File: config.mk
export PLATFORM = sky130hd
export DESIGN_NAME = apsr_regs
export DESIGN_NICKNAME = d
export VERILOG_FILES = /design/src/hdl/apsr_pkg.sv /design/src/hdl/apsr_regs.sv /design/src/hdl/apsr_seq.sv
export SDC_FILE = /design/constraint.sdc
export NUM_CORES = 1
export LEC_CHECK = 0
export BUFFER_PORTS_ARGS = -buffer_cell sky130_fd_sc_hd__clkbuf_2
export CAP_MARGIN = 20
export CORE_MARGIN = 4
export CORE_UTILIZATION = 50
export CTS_CLUSTER_DIAMETER = 80
export DETAILED_ROUTE_END_ITERATION = 12
export GPL_TIMING_DRIVEN = 0
export PLACE_DENSITY = 0.78
export SKIP_LAST_GASP = 1
export SYNTH_ARGS = -nofsm -noshare
export SYNTH_HDL_FRONTEND = slang
export SYNTH_SLANG_ARGS = --single-unit
File: constraint.sdc
create_clock -name clock -period 5.4 [get_ports clock]
set_input_delay 0.54 -clock clock [delete_from_list [all_inputs] [get_ports clock]]
set_output_delay 0.54 -clock clock [all_outputs]
set_load 0.005 [all_outputs]
File: src/hdl/apsr_pkg.sv
package apsr_pkg;
    // register port shape
    localparam int ADDR_W = 5;
    localparam int DATA_W = 8;
    localparam int AMP_W = 7;
    localparam int SIGN_BIT = 6;
    localparam int MAG_MSB = 5;
    localparam int MAG_W = 6;

    // segment table
    localparam int NUM_SEG = 8;
    localparam int SEG_IDX_W = 3;
    localparam logic [ADDR_W-1:0] SEG1_ADDR = 5'h08;
    localparam logic [ADDR_W-1:0] SEG2_ADDR = 5'h09;
    localparam logic [ADDR_W-1:0] SEG3_ADDR = 5'h0A;
    localparam logic [ADDR_W-1:0] SEG4_ADDR = 5'h0B;
    localparam logic [ADDR_W-1:0] SEG5_ADDR = 5'h0C;
    localparam logic [ADDR_W-1:0] SEG6_ADDR = 5'h0D;
    localparam logic [ADDR_W-1:0] SEG7_ADDR = 5'h0E;
    localparam logic [ADDR_W-1:0] SEG8_ADDR = 5'h0F;
    localparam logic [DATA_W-1:0] SEG_RESET = 8'h00;
    localparam logic [DATA_W-1:0] UNMAPPED_READ = 8'h00;

    // timing
    localparam int CLK_PERIOD_NS = 8;
    localparam int SEG_TIME_NS = 80;
    localparam int SEG_CYCLES = (SEG_TIME_NS / CLK_PERIOD_NS < 1) ? 1
                                : SEG_TIME_NS / CLK_PERIOD_NS;
    localparam int SEG_CNT_W = 8;

    typedef enum logic {
        APSR_IDLE,
        APSR_RUN
    } apsr_state_t;
endpackage

File: src/hdl/apsr_regs.sv
`timescale 1ns/1ps
`default_nettype none
// How it works
// - Eight consecutive segments together last exactly one master clock period.
// - Each segment register holds a 7-bit amplitude used during its slot.
// - Amplitude is signed magnitude: bit 6 sign, bits 5..0 magnitude.
// - Segments three to six sit at addresses 01010 through 01101.
// - Segment values shape the pulse only in arbitrary pulse mode.
// - Segments one and two sit at 01000 and 01001, same format.
// - Segments seven and eight sit at 01110 and 01111.
module apsr_regs (
    // clock and reset
    input wire logic clock,
    input wire logic rst,
    // host register port
    input wire logic [apsr_pkg::ADDR_W-1:0] reg_addr,
    input wire logic [apsr_pkg::DATA_W-1:0] reg_wdata,
    input wire logic reg_wr,
    input wire logic reg_rd,
    output logic [apsr_pkg::DATA_W-1:0] reg_rdata,
    output logic reg_rvalid,
    // pulse control
    input wire logic arb_mode,
    input wire logic tx_mark,
    // pulse generator drive
    output logic pulse_active,
    output logic [apsr_pkg::SEG_IDX_W-1:0] pulse_seg,
    output logic amp_sign,
    output logic [apsr_pkg::MAG_W-1:0] amp_mag
);
    logic [apsr_pkg::DATA_W-1:0] seg_reg [apsr_pkg::NUM_SEG];
    logic [apsr_pkg::DATA_W-1:0] next_seg_reg [apsr_pkg::NUM_SEG];
    logic [apsr_pkg::DATA_W-1:0] next_rdata;
    logic next_rvalid;
    logic next_active;
    logic [apsr_pkg::SEG_IDX_W-1:0] next_pseg;
    logic next_sign;
    logic [apsr_pkg::MAG_W-1:0] next_mag;
    logic seq_active;
    logic [apsr_pkg::SEG_IDX_W-1:0] seq_idx;
    logic [apsr_pkg::DATA_W-1:0] seg3_amplitude;
    logic [apsr_pkg::DATA_W-1:0] seg4_amplitude;
    logic [apsr_pkg::DATA_W-1:0] seg5_amplitude;
    logic [apsr_pkg::DATA_W-1:0] seg6_amplitude;

    // the table occupies 01000..01111, so the top two bits pick it
    function automatic logic hits_table(input logic [apsr_pkg::ADDR_W-1:0] a);
        return a[apsr_pkg::ADDR_W-1:apsr_pkg::SEG_IDX_W] ==
               apsr_pkg::SEG1_ADDR[apsr_pkg::ADDR_W-1:apsr_pkg::SEG_IDX_W];
    endfunction

    function automatic logic [apsr_pkg::SEG_IDX_W-1:0] slot_of(
        input logic [apsr_pkg::ADDR_W-1:0] a);
        return a[apsr_pkg::SEG_IDX_W-1:0] - apsr_pkg::SEG1_ADDR[apsr_pkg::SEG_IDX_W-1:0];
    endfunction

    assign seg3_amplitude = seg_reg[slot_of(apsr_pkg::SEG3_ADDR)];
    assign seg4_amplitude = seg_reg[slot_of(apsr_pkg::SEG4_ADDR)];
    assign seg5_amplitude = seg_reg[slot_of(apsr_pkg::SEG5_ADDR)];
    assign seg6_amplitude = seg_reg[slot_of(apsr_pkg::SEG6_ADDR)];

    apsr_seq u_seq (
        .clock(clock),
        .rst(rst),
        .start(tx_mark),
        .active(seq_active),
        .seg_idx(seq_idx)
    );

    // register writes; reserved bit 7 is kept and read back
    always_comb begin
        for (int i = 0; i < apsr_pkg::NUM_SEG; i++) begin
            next_seg_reg[i] = seg_reg[i];
        end
        if (reg_wr && hits_table(reg_addr)) begin
            next_seg_reg[slot_of(reg_addr)] = reg_wdata;
        end
    end

    always_ff @(posedge clock or posedge rst) begin
        if (rst) begin
            for (int i = 0; i < apsr_pkg::NUM_SEG; i++) begin
                seg_reg[i] <= apsr_pkg::SEG_RESET;
            end
        end else begin
            for (int i = 0; i < apsr_pkg::NUM_SEG; i++) begin
                seg_reg[i] <= next_seg_reg[i];
            end
        end
    end

    // read path: one cycle after the strobe, unmapped reads give zero
    always_comb begin
        next_rvalid = reg_rd;
        next_rdata = reg_rdata;
        if (reg_rd) begin
            unique case (reg_addr)
                apsr_pkg::SEG3_ADDR: next_rdata = seg3_amplitude;
                apsr_pkg::SEG4_ADDR: next_rdata = seg4_amplitude;
                apsr_pkg::SEG5_ADDR: next_rdata = seg5_amplitude;
                apsr_pkg::SEG6_ADDR: next_rdata = seg6_amplitude;
                default: begin
                    if (hits_table(reg_addr)) begin
                        next_rdata = seg_reg[slot_of(reg_addr)];
                    end else begin
                        next_rdata = apsr_pkg::UNMAPPED_READ;
                    end
                end
            endcase
        end
    end

    always_ff @(posedge clock or posedge rst) begin
        if (rst) begin
            reg_rdata <= apsr_pkg::UNMAPPED_READ;
            reg_rvalid <= 1'b0;
        end else begin
            reg_rdata <= next_rdata;
            reg_rvalid <= next_rvalid;
        end
    end

    // amplitude drive; other modes see a quiet zero, not the table
    always_comb begin
        next_active = 1'b0;
        next_pseg = '0;
        next_sign = 1'b0;
        next_mag = '0;
        if (arb_mode && seq_active) begin
            next_active = 1'b1;
            next_pseg = seq_idx;
            next_sign = seg_reg[seq_idx][apsr_pkg::SIGN_BIT];
            next_mag = seg_reg[seq_idx][apsr_pkg::MAG_MSB:0];
        end
    end

    always_ff @(posedge clock or posedge rst) begin
        if (rst) begin
            pulse_active <= 1'b0;
            pulse_seg <= '0;
            amp_sign <= 1'b0;
            amp_mag <= '0;
        end else begin
            pulse_active <= next_active;
            pulse_seg <= next_pseg;
            amp_sign <= next_sign;
            amp_mag <= next_mag;
        end
    end
endmodule
`default_nettype wire

File: src/hdl/apsr_seq.sv
`timescale 1ns/1ps
`default_nettype none
module apsr_seq (
    // clock and reset
    input wire logic clock,
    input wire logic rst,
    // start of a mark
    input wire logic start,
    // segment position
    output logic active,
    output logic [apsr_pkg::SEG_IDX_W-1:0] seg_idx
);
    localparam logic [apsr_pkg::SEG_CNT_W-1:0] CNT_LAST =
        apsr_pkg::SEG_CNT_W'(apsr_pkg::SEG_CYCLES - 1);
    localparam logic [apsr_pkg::SEG_IDX_W-1:0] SEG_LAST =
        apsr_pkg::SEG_IDX_W'(apsr_pkg::NUM_SEG - 1);

    apsr_pkg::apsr_state_t state, next_state;
    logic [apsr_pkg::SEG_CNT_W-1:0] cnt, next_cnt;
    logic [apsr_pkg::SEG_IDX_W-1:0] seg, next_seg;

    always_comb begin
        next_state = state;
        next_cnt = cnt;
        next_seg = seg;
        unique case (state)
            apsr_pkg::APSR_IDLE: begin
                if (start) begin
                    next_state = apsr_pkg::APSR_RUN;
                    next_cnt = '0;
                    next_seg = '0;
                end
            end
            apsr_pkg::APSR_RUN: begin
                if (start) begin
                    // a new mark always begins from segment one
                    next_cnt = '0;
                    next_seg = '0;
                end else if (cnt == CNT_LAST) begin
                    next_cnt = '0;
                    if (seg == SEG_LAST) begin
                        // eight equal slots make one master period
                        next_state = apsr_pkg::APSR_IDLE;
                        next_seg = '0;
                    end else begin
                        next_seg = seg + 1'b1;
                    end
                end else begin
                    next_cnt = cnt + 1'b1;
                end
            end
        endcase
    end

    always_ff @(posedge clock or posedge rst) begin
        if (rst) begin
            state <= apsr_pkg::APSR_IDLE;
            cnt <= '0;
            seg <= '0;
        end else begin
            state <= next_state;
            cnt <= next_cnt;
            seg <= next_seg;
        end
    end

    assign active = (state == apsr_pkg::APSR_RUN);
    assign seg_idx = seg;
endmodule
`default_nettype wire

Word level (Yosys, flattened, before mapping)
Cells that the tools add are included.
{"block": "word_totals", "output_inout_bits": 20, "register_bits": 96, "elab_cells": 67, "input_bits": 19}
{"block": "op_classes", "bitwise": 3, "addsub": 2, "muxes": 29, "magnitude_cmp": 3, "eq_ne": 9, "n_reduce_logical": 4}
{"op": "$bwmux 64", "count": 1}
{"op": "$mux 8", "count": 7}
{"op": "$bmux 8 s3", "count": 2}
{"op": "$pmux 8 s4", "count": 1}
{"op": "$demux 8 s3", "count": 1}
{"op": "$eq 5x4->1 const B", "count": 4}
{"op": "$pmux 8 s2", "count": 1}
{"op": "$mux 3", "count": 5}
{"op": "$mux 7", "count": 2}
{"op": "$add 8x1->8 const B", "count": 1}
{"op": "$eq 8x4->1 const B", "count": 1}
{"op": "$ge 4x4->1 const B", "count": 2}
{"op": "$not 3->4", "count": 2}
{"op": "$mux 1", "count": 6}
{"op": "$mux 6", "count": 1}
{"op": "$pmux 3 s2", "count": 1}
{"op": "$lt 4x1->1 const B", "count": 1}
{"op": "$add 3x1->3 const B", "count": 1}
{"op": "$eq 3x3->1 const B", "count": 1}
{"op": "$logic_and 1x1->1", "count": 3}
{"op": "$ne 3x3->1 const B", "count": 1}
{"op": "$eq 2x1->1 const B", "count": 1}
{"op": "$ne 2x2->1 const B", "count": 1}
{"op": "$pmux 1 s2", "count": 1}
{"op": "2 further kinds", "count": 2}

Longest topological paths before layout
{"block": "depth", "depth_word": 6, "ltp_mapped": 6, "mapped_depth_nobuf": 6}

By module
From an unflattened synthesis, not the netlist that was laid out.
{"block": "hier_totals", "hier_cells": 337, "area_unflattened_um2": 4694.5}
{"mod": "apsr_regs", "cells_per_inst": 273, "seq_area_each_um2": 2102.0, "area_each_um2": 4040.1, "n_inst": 1}
{"mod": "apsr_seq", "cells_per_inst": 64, "seq_area_each_um2": 300.3, "area_each_um2": 654.4, "n_inst": 1}

Worst setup path before layout
OpenSTA, ideal clock, no wires.
{"block": "synth_timing", "path_type": "input-to-reg", "start": "input port reg_addr[0] (netlist bit)", "end": "register seg_reg[10] (netlist bit)", "path_buffers": 2, "stages": 4, "arrival_time_ns": 1.656, "setup_time_ns": 0.125, "required_time_ns": 5.275, "path_slack_ns": 3.619, "cell_sequence": "buf_4 > buf_4 > nor3b_2 > mux2_2"}
{"block": "synth_via", "elab_chain_cells": 6, "word_cells_on_any_way": 7, "cone_classes": "2 x order compare; 3 x mux; 1 x bitwise; 1 x reduce/logical"}
{"element": "start: declaration", "line": "apsr_regs.sv:16", "rtl": "input wire logic [apsr_pkg::ADDR_W-1:0] reg_addr,"}
{"element": "$not 3->4 (not written as such) *", "line": "apsr_regs.sv:76", "rtl": "next_seg_reg[slot_of(reg_addr)] = reg_wdata;"}
{"element": "$ge 4x4->1 (not written as such) or $lt 4x1->1 (tied branches)", "line": "apsr_regs.sv:76"}
{"element": "$logic_and 1x1->1 (not written as such)", "line": "apsr_regs.sv:76"}
{"element": "$mux 8 (not written as such)", "line": "apsr_regs.sv:76"}
{"element": "$demux 8 s3 *", "line": "apsr_regs.sv:76"}
{"element": "$bwmux 64 *", "line": "apsr_regs.sv:76"}
{"element": "end signal: indexed assignment", "line": "apsr_regs.sv:83", "rtl": "seg_reg[i] <= apsr_pkg::SEG_RESET;"}
{"element": "end signal: indexed assignment", "line": "apsr_regs.sv:87", "rtl": "seg_reg[i] <= next_seg_reg[i];"}
{"element": "end: declaration", "line": "apsr_regs.sv:31", "rtl": "logic [apsr_pkg::DATA_W-1:0] seg_reg [apsr_pkg::NUM_SEG];"}
Mark *: on every way between the ends. The rest lies on a longest branch, timed or not.
A chain may end at the register's enable or synchronous reset.

Worst setup path after layout
{"block": "layout_timing", "start": "input port reg_addr[0] (netlist bit)", "end": "register seg_reg[11] (netlist bit)"}
Same word-level chain as after synthesis.

==> results.md <==
| Step | Item | Reported |
|---|---|---|
| critical path | Reg2reg start | u_seq.seg_idx[0]$_DFFE_PP0P_ |
| power | Logic pwr share | 0.169 |
| global routing | Met2 routing resource usage after global routing | 0.337 |
| logic synthesis | Register bit total from synthesis | 96 |
| die | Initial core utilization | 0.518 |
| layout | Final standard cell count with taps included and fillers excluded | 552 |
| routing | DR vias/cell | 6.02 |
| sta | Count of final hold-check violations | 0 |
| logic synthesis | Most used DFF post-synth | dfrtp_1 |
| sta | Setup Viol. Count Final | 0 |
| global routing | Met1 layer usage reported by global route | 0.284 |
| power | Leakage power of the design | 2.42 nW |
| power | Sequential group share of total power | 0.567 |
| critical path | Worst Path Required | 5.65 ns |
| logic synthesis | Most common library cells after synthesis | 96 x dfrtp_1, 65 x mux2_2, 30 x mux2i_1 |
| global routing | Maximum number of pins on one net before global-route repair | 75 |
| routing | Number of detailed-route iterations in the first pass | 4 |
| critical path | Maximum fanout encountered on the critical timing path | 10 |
| power | Power density over cell area | 299 nW/um^2 |
| layout | Largest register FFs | 32 |
| power | Part of the total power dissipated in the clock network | 0.265 |
| logic synthesis | Net count after synthesis | 392 |
| critical path | Minimum setup slack among reg-to-reg paths | 3.46 ns |
| clock tree | PostCTS Resize Cnt | 0 |
| global routing | Remaining global-route overflow | 0 |
| layout | Proportion of layout cells with a drive suffix above 1 | 0.383 |
| sta | Slew margin rel. | 0.284 |
| logic synthesis | Leading post-synthesis cells by cell area | dfrtp_1 50%, mux2_2 15%, mux4_2 6.6% |
| critical path | Reg-to-reg critical path endpoint | amp_mag[3]$_DFF_PP0_ |
| outcome | Result of the run | completed |
| clock tree | Buffers from clock root to sink, at most | 2 |
| logic synthesis | Average footprint of a synthesized cell | 13.0 um^2 |
| power | Max VDD drop | 0.000165 V |
| logic synthesis | Library cell with the highest instance count after synthesis | dfrtp_1 |
| critical path | Startpoint kind of the worst setup timing path | input pin |
| layout | Antenna diode count | 0 |
| routing | Post-route antenna net violation count | 0 |
| sta | Slew @ Worst Pin | 1.07 ns |
| clock tree | Count of hold-fix buffers inserted at cts | 0 |
| power | Total net switching power | 0.444 mW |
| placement | Placed instance area | 5190 um^2 |
| logic synthesis | Number of enable-type register cells in the synthesized netlist | 0 |
| die | Die width | 106 um |
| clock tree | Reg clk slew, reported paths | 0.09 ns |
| sta | Shortest clock period the worst path allows after layout | 1.96 ns |
| global routing | Vias in the first global route | 3393 |
| sta | Final cycle utilization of the critical path | 0.363 |
| power | Switching power as a share of total power | 0.277 |
| die | Die outline area | 11300 um^2 |
| placement | Port buffer count | 38 |
| sta | Setup skew after layout | 0.00686 ns |
| global routing | Initial antenna violation count | 0 |
| critical path | Register-to-Register Path Depth | 5 |
| power | Internal power of the cells | 1.16 mW |
| sta | Unrepaired setup endpoints after global routing | no |
| flow run | Number of max-capacitance violations reported | 0 |
| die | Core box area | 9280 um^2 |
| logic synthesis | Yosys Warn Count | 0 |
| sta | Total Neg Setup Slack | 0 ns |
| clock tree | TritonCTS clock tree | built |
| die | Die H | 106 um |
| routing | Routed wire length per instance | 20.4 um |
| critical path | Crit path kind | in -> reg |
| clock tree | Clock Sink Count | 96 |
| placement | Placed instance count | 537 |
| clock tree | Number of clock buffers inserted by TritonCTS | 9 |
| global routing | Wire length of the first global-routing pass | 18400 um |
| layout | Post-route design area | 5370 um^2 |
| logic synthesis | Part of the Yosys area used for sequential elements | 0.499 |
| global routing | Global-route layer with the greatest usage | met2 |
| routing | Violation count after the first detailed-routing iteration | 277 |
| routing | Count of vias placed by the detailed router | 3322 |
| logic synthesis | Syn Std Cell Area | 4810 um^2 |
| logic synthesis | Top cell type by total area after synthesis | dfrtp_1 |
| clock tree | Setup repair bufs after CTS | 0 |
| placement | Global placement routability congestion | 0.858 |
| sta | Count of pins over their slew limit | 0 |
| critical path | Sort of element at the end of the critical path | flop |
| logic synthesis | Share of async-settable or async-resettable flops after synthesis | 1.00 |
| clock tree | H-tree level count | 3 |
| logic synthesis | Distinct cell type count of the synthesized netlist | 51 |
| sta | Timing-limited maximum frequency | 511 MHz |
| die | Count of boundary I/O pins | 39 |
| routing | Total wire length | 11300 um |
| hold path | Hold WC Path Type | in -> async |
| clock tree | Insertion delay of the later-clocked pin in the worst-skew pair | 0.36 ns |
| layout | Post-layout net count | 442 |
| die | Site Rows | 35 |
| critical path | CP Data Arrival Time | 2.21 ns |
| logic synthesis | Proportion of netlist area held by the largest area contributor | 0.499 |
| layout | Share of the core filled with cells | 0.578 |
| logic synthesis | Instance count of the mapped netlist | 369 |
| placement | Post-DP HPWL | 7550 um |
| routing | Remaining routing DRC violations | 0 |
| global routing | Total routing resource utilization after global routing | 0.210 |
| global routing | Met3 Use GR | 0.0553 |
| layout | Layout Area Growth over Synthesis | 11.5% |
| clock tree | Clock root cell | clkbuf_8 |
## metal layers
layer / wire length (um) / part of all wire
met1: 4720 / 0.42
met2: 5520 / 0.49
met3: 836 / 0.074
met4: 184 / 0.016
met5: 0 / 0
## power by group through the flow
stage,logic [mW],registers (mW),clock network (mW)
3_3_place_gp,0.258,0.909,0
6_report,0.270,0.909,0.425
4_1_cts,0.273,0.905,0.436
3_5_place_dp,0.272,0.919,0
5_1_grt,0.296,0.920,0.469
2_1_floorplan,0.205,0.891,0
## placed cells by master (no fill, tap or decap), drive strengths merged, types with 3 or more instances in the layout
cell type / n
and3: 4
a211o: 3
nor2: 23
ha: 4
a221oi: 8
nand4bb: 3
a21oi: 14
clkinvlp: 3
mux2i: 30
o21ai: 14
clkbuf: 54
nand3b: 3
nor3b: 4
buf: 14
mux4: 14
dfrtp: 96
o22ai: 7
nand3: 4
inv: 5
nand2: 20
mux2: 65
## how the worst max path moves through the flow
stage | startpoint | end
2_1_floorplan | rst | amp_mag[0]$_DFF_PP0_
3_3_place_gp | rst | reg_rdata[1]$_DFFE_PP0P_
3_5_place_dp | reg_addr[0] | seg_reg[11]$_DFFE_PP0P_
4_1_cts | u_seq.seg_idx[0]$_DFFE_PP0P_ | amp_sign$_DFF_PP0_
5_1_grt | u_seq.seg_idx[0]$_DFFE_PP0P_ | amp_mag[4]$_DFF_PP0_
6_report | reg_addr[0] | seg_reg[11]$_DFFE_PP0P_
## stage by stage
stage	power [mW]	worst slack [ns]	hold slack [ns]
floorplan	1.10	2.35	0.475
global placement	1.17	1.39	0.494
detailed placement	1.19	3.09	0.493
CTS	1.61	3.45	0.123
global route	1.68	3.35	0.134
finish	1.60	3.44	0.122
## worst max-delay path, cell delays in order
cell and delay [ns]:
clkbuf_2 0.09, buf_4 0.17, buf_4 0.21, nor3b_2 0.77
mux2_2 0.42
## final cells by class
class	instances	area [um^2]
fillers	776	3920
flip-flops and latches	96	2400
multi-input cells	250	2290
repair buffers	39	218
well taps	129	161
clock buffers	11	141
plain buffers	18	97.6
clock inverters	4	31.3
inverters	5	21.3
## cell families after synthesis
logic type	Yosys count	share of synthesized area
XOR/XNOR	3	0.00546
flip-flops	96	0.499
buffers and inverters	23	0.0242
AND/OR/NAND/NOR	77	0.103
adder cells (fa/ha/maj)	4	0.0104
multiplexers	109	0.280
AO/OA/AOI/OAI	57	0.0775
(Power assumes the default switching activity.)
